==> config.mk <==
export PLATFORM = sky130hd
export DESIGN_NAME = wdo_top
export DESIGN_NICKNAME = d
export VERILOG_FILES = /design/src/pkg/wdo_pkg.sv /design/src/verilog/wdo_counter.sv /design/src/verilog/wdo_rst_hold.sv /design/src/verilog/wdo_top.sv
export SDC_FILE = /design/constraint.sdc
export NUM_CORES = 1
export LEC_CHECK = 0
export ABC_AREA = 0
export BUFFER_PORTS_ARGS = -buffer_cell sky130_fd_sc_hd__clkbuf_2
export CAP_MARGIN = 20
export CORE_ASPECT_RATIO = 0.5
export CORE_MARGIN = 2
export CORE_UTILIZATION = 45
export CTS_BUF_LIST = sky130_fd_sc_hd__clkbuf_8
export DETAILED_ROUTE_END_ITERATION = 8
export HOLD_SLACK_MARGIN = 0.05
export PLACE_DENSITY = 0.72
export SYNTH_ARGS = -nofsm -noshare
export SYNTH_HDL_FRONTEND = slang
export SYNTH_HIERARCHICAL = 1
export SYNTH_SLANG_ARGS = --single-unit
==> constraint.sdc <==
create_clock -name hclk -period 7.25 [get_ports hclk]
set_input_delay 1.45 -clock hclk [delete_from_list [all_inputs] [get_ports hclk]]
set_output_delay 1.45 -clock hclk [all_outputs]
set_load 0.03 [all_outputs]
==> src/pkg/wdo_pkg.sv <==
`default_nettype none
package wdo_pkg;

   // register byte offsets, decoded on haddr[7:0]
   localparam logic [7:0] OFS_MODE = 8'h00;
   localparam logic [7:0] OFS_CMD  = 8'h04;
   localparam logic [7:0] OFS_NMIF = 8'h08;
   localparam logic [7:0] OFS_STAT = 8'h0C;
   localparam logic [7:0] OFS_MASK = 8'h10;

   // command codes
   localparam logic [7:0] CMD_DISABLE = 8'hB1;
   localparam logic [7:0] CMD_CLEAR   = 8'h4E;

   // mode register layout
   localparam int MODE_EN_BIT  = 7;
   localparam int MODE_PER_HI  = 6;
   localparam int MODE_PER_LO  = 4;
   localparam int MODE_IDLE_BIT = 2;
   localparam int MODE_ACT_BIT = 1;
   localparam int MODE_W       = 8;

   // period select: code 000 is the base exponent, each step adds two
   localparam int           PER_STEP     = 2;
   localparam int           PER_CODES    = 8;
   localparam logic [2:0]   PER_MAX_CODE = 3'h5;

   // internal reset hold: 32 states of one clock each
   localparam int RST_STATES    = 32;
   localparam int CYC_PER_STATE = 1;
   localparam int RST_HOLD_CYC  = RST_STATES * CYC_PER_STATE;
   localparam int RST_CNT_W     = 6;

   // nmi source flag register and event status layout
   localparam int NMIF_WDT_BIT = 0;
   localparam int EVT_W        = 3;

   // ahb-lite constants
   localparam int         HTRANS_ACT_BIT = 1;
   localparam logic       HRESP_OKAY     = 1'b0;
   localparam logic [31:0] RDATA_ZERO    = 32'h0000_0000;

   // mode register contents; reset: enabled, period 000, idle stop, reset action
   typedef struct packed {
      logic       enable;
      logic [2:0] period;
      logic       idle_run;
      logic       action;
   } wdo_mode_t;

   localparam wdo_mode_t MODE_RST = '{enable: 1'b1, period: 3'h0, idle_run: 1'b0, action: 1'b1};

   // sticky event status, one bit per event
   typedef struct packed {
      logic guard;   // disable code refused
      logic rst;     // internal reset issued
      logic nmi;     // overflow nmi issued
   } wdo_evt_t;

   // captured address phase of a write
   typedef struct packed {
      logic       wr;
      logic [7:0] addr;
   } wdo_aph_t;

endpackage : wdo_pkg
`default_nettype wire

==> src/verilog/wdo_counter.sv <==
`default_nettype none
module wdo_counter
   import wdo_pkg::*;
#(
   parameter int P_EXP_LO = 15,            // exponent of period code 000
   parameter int CNT_W    = P_EXP_LO + 10  // wide enough for code 101
) (
   input  wire logic       hclk,
   input  wire logic       hresetn,
   input  wire logic       clk_en,
   input  wire logic       run,
   input  wire logic       clear,
   input  wire logic [2:0] sel,
   output logic            ovf
);

   logic [CNT_W-1:0]     cnt_q;  // binary counter
   logic [PER_CODES-1:0] hit;    // terminal count reached, per code

   // one terminal compare per period code; reserved codes never hit
   for (genvar g = 0; g < PER_CODES; g++) begin : g_term
      if (g <= int'(PER_MAX_CODE)) begin : g_used
         assign hit[g] = (cnt_q == CNT_W'((64'd1 << (P_EXP_LO + PER_STEP * g)) - 64'd1));
      end else begin : g_rsvd
         assign hit[g] = 1'b0;
      end
   end

   // overflow lands exactly 2^n counted cycles after a clear
   assign ovf = run & hit[sel];

   // clear beats counting; reserved codes simply wrap
   always_ff @(posedge hclk or negedge hresetn) begin
      if (!hresetn) begin
         cnt_q <= '0;
      end else if (clk_en) begin
         if (clear) begin
            cnt_q <= '0;
         end else if (run) begin
            cnt_q <= ovf ? '0 : cnt_q + 1'b1;
         end
      end
   end

endmodule : wdo_counter
`default_nettype wire

==> src/verilog/wdo_rst_hold.sv <==
`default_nettype none
module wdo_rst_hold
   import wdo_pkg::*;
(
   input  wire logic hclk,
   input  wire logic hresetn,
   input  wire logic clk_en,
   input  wire logic trig,
   output logic      hold
);

   logic [RST_CNT_W-1:0] cnt_q;  // remaining reset states

   // load on trigger, count down to zero; a retrigger restarts the hold
   always_ff @(posedge hclk or negedge hresetn) begin
      if (!hresetn) begin
         cnt_q <= '0;
      end else if (clk_en) begin
         if (trig) begin
            cnt_q <= RST_CNT_W'(RST_HOLD_CYC);
         end else if (cnt_q != '0) begin
            cnt_q <= cnt_q - 1'b1;
         end
      end
   end

   // high for exactly the loaded count of cycles
   assign hold = (cnt_q != '0);

endmodule : wdo_rst_hold
`default_nettype wire

==> src/verilog/wdo_top.sv <==
`default_nettype none
module wdo_top
   import wdo_pkg::*;
#(
   parameter int P_EXP_LO = 15  // exponent of period code 000; lower for sim
) (
   input  wire logic        hclk,
   input  wire logic        hresetn,
   input  wire logic        clk_en,
   // ahb-lite slave
   input  wire logic        hsel,
   input  wire logic [31:0] haddr,
   input  wire logic [1:0]  htrans,
   input  wire logic        hwrite,
   input  wire logic [2:0]  hsize,
   input  wire logic [31:0] hwdata,
   input  wire logic        hready,
   output logic [31:0]      hrdata,
   output logic             hreadyout,
   output logic             hresp,
   // cpu state, same clock domain
   input  wire logic        debug_mode,
   input  wire logic        idle_mode,
   // to nmi logic and reset controller
   output logic             overflow_nmi_request,
   output logic             overflow_out,
   output logic             mcu_reset_n,
   output logic             irq
);

   // ------------------------------------------------------------------
   // bus front end
   // ------------------------------------------------------------------

   wdo_aph_t    aph_q;        // pending write data phase
   logic [31:0] hrdata_q;     // read data, stands in data phase

   // a transfer is taken only while the block is not frozen
   logic addr_ph;             // valid address phase this edge
   logic rd_take;             // read address phase
   logic wr_data;             // write data phase completes this edge

   assign addr_ph = hsel & hready & htrans[HTRANS_ACT_BIT] & clk_en;
   assign rd_take = addr_ph & ~hwrite;
   assign wr_data = aph_q.wr & clk_en;

   // read decode on the address phase address
   logic rd_mode;
   logic rd_nmif;
   logic rd_stat;
   logic rd_mask;

   assign rd_mode = (haddr[7:0] == OFS_MODE);
   assign rd_nmif = (haddr[7:0] == OFS_NMIF);
   assign rd_stat = (haddr[7:0] == OFS_STAT);
   assign rd_mask = (haddr[7:0] == OFS_MASK);

   // write decode on the captured address
   logic wr_mode;
   logic wr_cmd;
   logic wr_mask;

   assign wr_mode = wr_data & (aph_q.addr == OFS_MODE);
   assign wr_cmd  = wr_data & (aph_q.addr == OFS_CMD);
   assign wr_mask = wr_data & (aph_q.addr == OFS_MASK);

   // zero wait states; a frozen block stretches the transfer instead
   assign hreadyout = clk_en;
   assign hresp     = HRESP_OKAY;
   assign hrdata    = hrdata_q;

   // capture write address phases; hsize is not checked, word only
   always_ff @(posedge hclk or negedge hresetn) begin
      if (!hresetn) begin
         aph_q <= '0;
      end else if (clk_en) begin
         aph_q.wr   <= addr_ph & hwrite;
         aph_q.addr <= haddr[7:0];
      end
   end

   // ------------------------------------------------------------------
   // registers
   // ------------------------------------------------------------------

   wdo_mode_t    mode_q;      // enable, period, idle, action
   logic         disabled_q;  // watchdog stopped by disable code
   logic         nmif_q;      // watchdog nmi source flag
   wdo_evt_t     stat_q;      // sticky event status
   wdo_evt_t     mask_q;      // interrupt enables

   // command decode; anything but the two codes falls through
   logic [7:0] cmd_code;
   logic       cmd_clear;     // clear code written
   logic       cmd_dis;       // disable code written
   logic       dis_ok;        // disable accepted
   logic       dis_refused;   // disable while still enabled

   assign cmd_code    = hwdata[7:0];
   assign cmd_clear   = wr_cmd & (cmd_code == CMD_CLEAR);
   assign cmd_dis     = wr_cmd & (cmd_code == CMD_DISABLE);
   assign dis_ok      = cmd_dis & ~mode_q.enable;
   assign dis_refused = cmd_dis & mode_q.enable;

   // new mode value from the write data
   wdo_mode_t mode_wr;

   assign mode_wr.enable   = hwdata[MODE_EN_BIT];
   assign mode_wr.period   = hwdata[MODE_PER_HI:MODE_PER_LO];
   assign mode_wr.idle_run = hwdata[MODE_IDLE_BIT];
   assign mode_wr.action   = hwdata[MODE_ACT_BIT];

   // mode register: bits 3 and 0 hold nothing
   always_ff @(posedge hclk or negedge hresetn) begin
      if (!hresetn) begin
         mode_q <= MODE_RST;
      end else if (clk_en && wr_mode) begin
         mode_q <= mode_wr;
      end
   end

   // stop on an accepted disable, resume when enable is written to 1
   always_ff @(posedge hclk or negedge hresetn) begin
      if (!hresetn) begin
         disabled_q <= 1'b0;
      end else if (clk_en) begin
         if (dis_ok) begin
            disabled_q <= 1'b1;
         end else if (wr_mode && mode_wr.enable) begin
            disabled_q <= 1'b0;
         end
      end
   end

   // interrupt mask
   always_ff @(posedge hclk or negedge hresetn) begin
      if (!hresetn) begin
         mask_q <= '0;
      end else if (clk_en && wr_mask) begin
         mask_q <= wdo_evt_t'(hwdata[EVT_W-1:0]);
      end
   end

   // ------------------------------------------------------------------
   // counter and overflow handling
   // ------------------------------------------------------------------

   // run unless disabled, in debug, or idle with idle stop selected
   logic cnt_run;
   logic cnt_clear;
   logic ovf;             // overflow pulse from the counter
   logic ovf_nmi;         // overflow with nmi action
   logic ovf_rst;         // overflow with reset action
   logic rst_hold;        // internal reset being held

   assign cnt_run   = ~disabled_q & ~debug_mode & (~idle_mode | mode_q.idle_run);
   assign cnt_clear = cmd_clear | dis_ok;
   assign ovf_nmi   = ovf & ~mode_q.action;
   assign ovf_rst   = ovf & mode_q.action;

   // binary counter with selectable terminal count
   wdo_counter #(
      .P_EXP_LO (P_EXP_LO),
      .CNT_W    (P_EXP_LO + 10)
   ) u_counter (
      .hclk    (hclk),
      .hresetn (hresetn),
      .clk_en  (clk_en),
      .run     (cnt_run),
      .clear   (cnt_clear),
      .sel     (mode_q.period),
      .ovf     (ovf)
   );

   // internal reset stretcher
   wdo_rst_hold u_rst_hold (
      .hclk    (hclk),
      .hresetn (hresetn),
      .clk_en  (clk_en),
      .trig    (ovf_rst),
      .hold    (rst_hold)
   );

   // the reset controller sees the held level; this block itself stays alive
   assign mcu_reset_n = ~rst_hold;

   logic nmi_req_q;       // one-cycle nmi request
   logic ovf_out_q;       // overflow output level, idle high

   // nmi request and overflow output change on the same edge
   always_ff @(posedge hclk or negedge hresetn) begin
      if (!hresetn) begin
         nmi_req_q <= 1'b0;
         ovf_out_q <= 1'b1;
      end else if (clk_en) begin
         nmi_req_q <= ovf_nmi;
         if (ovf_nmi) begin
            ovf_out_q <= 1'b0;
         end else if (cmd_clear) begin
            ovf_out_q <= 1'b1;
         end
      end
   end

   assign overflow_nmi_request = nmi_req_q;
   assign overflow_out         = ovf_out_q;

   // ------------------------------------------------------------------
   // flags, status and interrupt
   // ------------------------------------------------------------------

   // a read clears; a set in the same cycle wins so no event is lost
   logic     nmif_d;
   wdo_evt_t evt;
   wdo_evt_t stat_d;

   assign nmif_d     = ovf_nmi | (nmif_q & ~(rd_take & rd_nmif));
   assign evt.nmi    = ovf_nmi;
   assign evt.rst    = ovf_rst;
   assign evt.guard  = dis_refused;
   assign stat_d     = evt | (stat_q & ~{EVT_W{rd_take & rd_stat}});

   // counter clears never touch the source flag
   always_ff @(posedge hclk or negedge hresetn) begin
      if (!hresetn) begin
         nmif_q <= 1'b0;
         stat_q <= '0;
      end else if (clk_en) begin
         nmif_q <= nmif_d;
         stat_q <= stat_d;
      end
   end

   // level interrupt while any unmasked status bit is set
   logic irq_q;

   always_ff @(posedge hclk or negedge hresetn) begin
      if (!hresetn) begin
         irq_q <= 1'b0;
      end else if (clk_en) begin
         irq_q <= |(stat_d & mask_q);
      end
   end

   assign irq = irq_q;

   // ------------------------------------------------------------------
   // read data
   // ------------------------------------------------------------------

   // mode readback with the two spare bits as zero
   logic [31:0] mode_rd;
   logic [31:0] nmif_rd;
   logic [31:0] stat_rd;
   logic [31:0] mask_rd;
   logic [31:0] rdata_mux;

   assign mode_rd = {24'h00_0000, mode_q.enable, mode_q.period, 1'b0, mode_q.idle_run, mode_q.action, 1'b0};
   assign nmif_rd = {31'h0000_0000, nmif_q};
   assign stat_rd = {29'h0000_0000, stat_q};
   assign mask_rd = {29'h0000_0000, mask_q};

   // command register is write only; unmapped offsets read zero
   assign rdata_mux = rd_mode ? mode_rd :
                      rd_nmif ? nmif_rd :
                      rd_stat ? stat_rd :
                      rd_mask ? mask_rd : RDATA_ZERO;

   // sampled at the address edge, so a read right behind a write
   // to the same register returns the value before that write
   always_ff @(posedge hclk or negedge hresetn) begin
      if (!hresetn) begin
         hrdata_q <= RDATA_ZERO;
      end else if (rd_take) begin
         hrdata_q <= rdata_mux;
      end
   end

endmodule : wdo_top
`default_nettype wire
==> impl_metrics.json, run 1 <==
{
  "outcome": "completed",
  "hold_viol_final": 0,
  "leakagePower_uw": 0.00186,
  "routed_via_density": 5.41,
  "clock-sinks": 64,
  "fin_tns_setup_ps": 0,
  "synthAdderAreaFrac_pct": 1.01,
  "dr_wl_met2_um": 3420,
  "finalPower_uw": 987,
  "cts_setup_buffers": 0,
  "setup_viol": 0,
  "slew_headroom_pct": 36.1,
  "arrival_ps": 5030,
  "clockRootBuffer": "clkbuf_8",
  "ys_warn_count": 6,
  "start_util_pct": 46.3,
  "critPathLaunchType": "input port",
  "swShare_pct": 35.7,
  "gp_congestion": 0.816,
  "async_reset_ff_share_pct": 100,
  "io_buffers": 36,
  "synth_compound_gate_area_share_pct": 13.7,
  "yosysSeqAreaShare_pct": 43.3,
  "hold_path_end": "hrdata[4]",
  "grt_pass1_wl_um": 12400,
  "pwr-share-clk_pct": 27.2,
  "first_pass_iters": 4,
  "crit_required_ps": 7480,
  "r2r_cells": 9,
  "layout-drive-gt1-share_pct": 21.0,
  "placementRows": 23,
  "hold_depth": 2,
  "synth_top_family_by_area": "simple AND/OR/NAND/NOR gates",
  "switchingPower_uw": 352,
  "clkTransAtPathRegs_ps": 70,
  "hp-start": "hrdata[4]",
  "crit_buf_inv": 2,
  "fp.dieW_um": 132,
  "antenna_found_initial": 0,
  "ant_nets": 0,
  "r2r-start": "aph_q[3]",
  "end_kind": "register",
  "design.core.area_mm2": 0.00800,
  "p_seq_share_pct": 46.3,
  "peakVddDrop_uv": 98.0,
  "tightestPinTransition_ps": 957,
  "drv_slew": 0,
  "drtIter0Drc": 236,
  "wl_um": 7370,
  "cts-resized-gates": 0,
  "muxShareOfSynthArea_pct": 6.76,
  "max_stage_delay_ps": 570,
  "dp_hpwl_um": 5110,
  "numCtsBuffers": 9,
  "dr_wl_met3_um": 360,
  "worstHoldPathType": "register to register",
  "ys_seq_elements": 64,
  "cts_max_level": 3,
  "internal_power_uw": 635,
  "via_count": 2950,
  "wl_per_cell_um": 13.5,
  "top_layer": "met4",
  "period_minus_slack_ps": 4800,
  "ys.flop_type": "dfrtp_1",
  "cts_buffer_depth": 2,
  "grt_pass1_vias": 2648,
  "p_per_area_mw_per_mm2": 244,
  "synth_edf_count": 0,
  "yosys.area_share.simple_pct": 26.3,
  "utilization_pct": 50.5,
  "fmax_ghz": 0.208,
  "r2r-end": "u_counter/cnt_q[23]",
  "grt_max_degree": 65,
  "antenna_cells": 0,
  "wl_met1_um": 3560,
  "cts_hold_buf": 0,
  "dieArea_mm2": 0.00902,
  "path_cells": "clkbuf_2 > nand4bb_1 > or2_2 > nor3_1 > nand3_1 > nand2_1 > o21ai_2 > buf_4 > nand2b_1 > o311ai_1",
  "grt_overflow_total": 0,
  "fin_skew_ps": 9.98,
  "syn_area_per_cell_um2": 9.40,
  "synth_cell_types": 62,
  "io_pins": 115,
  "rsz0062_at_grt": "false",
  "insertion_delay_ps": 350,
  "worstSetupPathType": "input port to register",
  "slowest_stage": "nand2_1",
  "drc": 0,
  "cp_max_fo": 28,
  "combPwrFrac_pct": 26.6,
  "cp_top_family": "simple AND/OR/NAND/NOR gates",
  "r2r_slack_ps": 3400,
  "finalCritPeriodShare_pct": 66.2,
  "synthXorXnorAreaFrac_pct": 0,
  "area_growth_pct": 9.02,
  "track_usage_pct": 17.7,
  "final_nets": 508,
  "syn_area_mm2": 0.00370,
  "maxCapViolCount": 0,
  "synthCells": 394,
  "cts_tree": "yes",
  "die_h_um": 68.2
}
-- synthesized netlist by cell type, drive strengths merged (5+ instances only) --
library cell | instances | area, µm²
nand2 | 61 | 229
inv | 14 | 52.6
mux2 | 16 | 180
dfrtp | 61 | 1530
o21ai | 24 | 120
a22o | 6 | 52.6
and4 | 6 | 55.1
nor3 | 16 | 90.1
buf | 34 | 249
clkbuf | 6 | 22.5
nand4 | 9 | 71.3
nor2 | 23 | 86.3
mux2i | 7 | 70.1
o311ai | 5 | 43.8
nand3 | 24 | 120
a21oi | 8 | 40.0
nand2b | 5 | 31.3
-- worst max-delay path by stage --
| stage | depth (start not counted) | endpoint | from | slack, ps |
|---|---|---|---|---|
| 2_1_floorplan | 10 | u_counter/cnt_q[13] | clk_en | 3680 |
| 5_1_grt | 10 | u_counter/cnt_q[23] | clk_en | 2190 |
| 6_report | 10 | u_counter/cnt_q[23] | clk_en | 2450 |
| 4_1_cts | 10 | u_counter/cnt_q[23] | clk_en | 2450 |
| 3_5_place_dp | 10 | u_counter/cnt_q[23] | clk_en | 2080 |
| 3_3_place_gp | 10 | u_counter/cnt_q[11] | clk_en | 2110 |
-- stage by stage --
step | hold WS, ps | instance area [µm²] | instances | worst slack, ps
after floorplan | 446 | 3800 | 419 | 3680
after global placement | 464 | 3860 | 529 | 2110
after detailed placement | 464 | 3860 | 529 | 2080
after CTS | 480 | 4040 | 545 | 2450
after global routing | 505 | 4040 | 545 | 2190
final | 472 | 4040 | 545 | 2450
-- placed cells by master, fill, tap and decap left out, types with 3 or more instances in the layout --
cell and n:
a21oi_1 8, a22o_1 6, a31oi_1 4, a32o_1 4
and2_1 4, and3_1 4, and4_1 4, clkbuf_2 36
clkbuf_8 9, clkinvlp_4 4, conb_1 26, dfrtp_1 61
dfstp_2 3, ha_1 3, inv_1 14, mux2_2 16
mux2i_1 7, nand2_1 61, nand2b_1 5, nand3_1 24
nand4_1 8, nor2_1 23, nor2b_1 4, nor3_1 14
nor3b_1 4, nor4_1 3, o21ai_0 23, o311ai_1 5
-- logic make-up after synthesis --
logic type / count (synthesis)
AOI/OAI and AO/OA: 68
buffers and inverters: 54
DFF: 64
and+or+nand+nor: 181
other: 1
adders and majority gates: 3
muxes: 23
-- state kept, by name, summed over array words and instances, names as in the netlist --
name,count
u_rst_hold/cnt_q,6
nmif_q,1
aph_q,9
overflow_out,1
mask_q,3
overflow_nmi_request,1
mode_q,6
u_counter/cnt_q,25
irq,1
disabled_q,1
stat_q,3
hrdata,7
-- power by group through the flow --
| stage | Combinational [µW] | Clock [µW] | Sequential [µW] |
|---|---|---|---|
| after global placement | 256 | 0 | 461 |
| final | 262 | 268 | 456 |
| after global routing | 293 | 295 | 467 |
| after floorplan | 221 | 0 | 454 |
| after CTS | 263 | 277 | 456 |
| after detailed placement | 263 | 0 | 462 |
-- layout make-up --
class | count | area (µm²)
Inverter | 14 | 52.6
Fill cell | 744 | 3960
Multi-Input combinational cell | 301 | 1870
Timing Repair Buffer | 38 | 195
Clock inverter | 7 | 48.8
Tap cell | 112 | 140
Clock buffer | 9 | 124
Sequential cell | 64 | 1610
-- layer usage --
layer / vias up / GRT usage, %
met5: - / 0
met4: 0 / 5.11
met3: 4 / 6.00
met2: 62 / 30.7
met1: 1427 / 21.5
li1: 1457 / -
-- worst register-to-register path: cells and delay by family, from the launching register on --
family / cells / cell delay [ps]
buf+inv: 1 / 330
simple gates: 6 / 2280
flops: 1 / 380
compound gates: 2 / 740
Note: power is estimated with default switching activity, not from simulation.
==> run 2: changes to the inputs <==
Settings changed: PLACE_DENSITY 0.72 to 0.74.
Clock period 7.25 ns to 3.85 ns, I/O delays scaled along.
==> run 2 against run 1 <==
Compared with the run above: critical path depth unchanged; final cell count increased by 0.73%; critical path type is now register to register; setup slack got worse by 1600 ps; total power increased by 100%; hold slack got worse by 3.7 ps; via count increased by 0.88%; design area increased by 1.8%; clock skew decreased by 1.9 ps; register-to-register slack got worse by 2500 ps; clock-buffer cell count increased by 3; clock power increased by 130%.
==> impl_metrics.json, run 2 (same netlist as run 1, synthesis figures left out) <==
{
  "cts_setup_buffers": 0,
  "drc": 0,
  "antenna_cells": 0,
  "worstHoldPathType": "register to register",
  "fmax_ghz": 0.336,
  "r2r-start": "aph_q[3]",
  "n_fill_cell": 738,
  "cp_max_fo": 43,
  "regMostFlops": "u_counter/cnt_q",
  "pwr-share-clk_pct": 31.0,
  "final_nets": 512,
  "cts_max_level": 3,
  "area_growth_pct": 11.0,
  "antenna_found_initial": 0,
  "fin_tns_setup_ps": 0,
  "grt_pass1_wl_um": 13400,
  "wl_per_cell_um": 14.2,
  "design.core.area_mm2": 0.00800,
  "combPwrFrac_pct": 25.3,
  "maxCapViolCount": 0,
  "worstSetupPathType": "register to register",
  "critPathLaunchType": "register",
  "dp_hpwl_um": 5440,
  "swShare_pct": 33.6,
  "via_count": 2976,
  "first_pass_iters": 4,
  "placed_area_mm2": 0.00389,
  "design_area_mm2": 0.00411,
  "start_util_pct": 46.3,
  "cts_buffer_depth": 2,
  "switchingPower_uw": 666,
  "end_kind": "register",
  "hold_viol_final": 0,
  "drv_slew": 0,
  "cts_hold_buf": 0,
  "crit_required_ps": 4140,
  "outcome": "completed",
  "peakVddDrop_uv": 167,
  "p_seq_share_pct": 43.7,
  "period_minus_slack_ps": 2980,
  "r2r_slack_ps": 870,
  "internal_power_uw": 1320,
  "grt_max_degree": 44,
  "clkTransAtPathRegs_ps": 70,
  "arrival_ps": 3270,
  "insertion_delay_ps": 360,
  "r2r_cells": 10,
  "startpoint": "aph_q[3]",
  "gp_congestion": 0.831,
  "grt_overflow_total": 0,
  "largest_reg_flops": 25,
  "tightestPinTransition_ps": 873,
  "finalCritPeriodShare_pct": 77.4,
  "clock-sinks": 64,
  "rsz0062_at_grt": "false",
  "numCtsBuffers": 9,
  "slew_headroom_pct": 41.8,
  "die_h_um": 68.2,
  "drtIter0Drc": 240,
  "wl_um": 7780,
  "routed_via_density": 5.42,
  "cp-endpoint": "u_counter/cnt_q[9]",
  "ant_nets": 0,
  "final_cell_mix": "nand2_1 (61), dfrtp_1 (61), clkbuf_2 (36)",
  "io_buffers": 36,
  "grt_pass1_vias": 2783,
  "clockRootBuffer": "clkbuf_8",
  "finalPower_uw": 1980,
  "cts_tree": "yes",
  "io_pins": 115,
  "hp-start": "hrdata[4]",
  "dieArea_mm2": 0.00902,
  "cts-resized-gates": 0,
  "r2r-end": "u_counter/cnt_q[9]",
  "fin_skew_ps": 8.08,
  "p_per_area_mw_per_mm2": 483,
  "leakagePower_uw": 0.00191,
  "placementRows": 23,
  "fp.dieW_um": 132,
  "setup_viol": 0,
  "layout-drive-gt1-share_pct": 21.7,
  "track_usage_pct": 19.2
}
[run 2: worst min-delay path by stage]
stage | endpoint | slack, ps | depth (start not counted)
5_1_grt | hrdata[7] | 500 | 2
3_5_place_dp | hrdata[7] | 460 | 2
3_3_place_gp | hrdata[7] | 450 | 2
2_1_floorplan | disabled_q | 450 | 2
6_report | hrdata[4] | 470 | 2
4_1_cts | hrdata[7] | 480 | 2
[run 2: area by class of cell]
class	instances	area, µm²	share of cell area [%]
clock buffer	12	165	4.02
sequential	64	1610	39.0
inverter	14	52.6	1.28
tap	112	140	3.41
clock inverter	4	51.3	1.25
multi-input combinational	301	1870	45.5
timing repair buffer	42	225	5.48
[run 2: critical path: stages, from the launching register on]
cell and delay (ps):
dfrtp_1 370, or4_1 560, or2_2 330, nor3_1 380, nand3_1 150, nand2_1 240
o21ai_2 100, buf_4 270, nor4_1 310, a31oi_1 80, nand2_1 100
[run 2: power groups by stage]
stage                     registers [µW]  clock network [µW]  logic (µW)
final                                867                 615         502
after global routing                 880                 662         567
after CTS                            863                 634         503
after detailed placement             873                   0         501
after global placement               868                   0         484
after floorplan                      855                   0         416
[run 2: metrics by stage]
step                util [%]  setup WS (ps)  std cells  hold WS [ps]
detailed placement      48.7            587        533           460
finish                  51.4            871        549           469
global route            51.4            637        549           500
CTS                     51.4            871        549           476
global placement        48.7            591        533           455
floorplan                  -            961        419           446
[run 2: metal layers]
layer	routed length, µm	GRT usage (%)	vias up
li1	-	-	1454
met1	3690	24.1	1430
met2	3580	31.6	85
met3	409	5.56	7
met4	96	8.87	0
met5	0	0	-
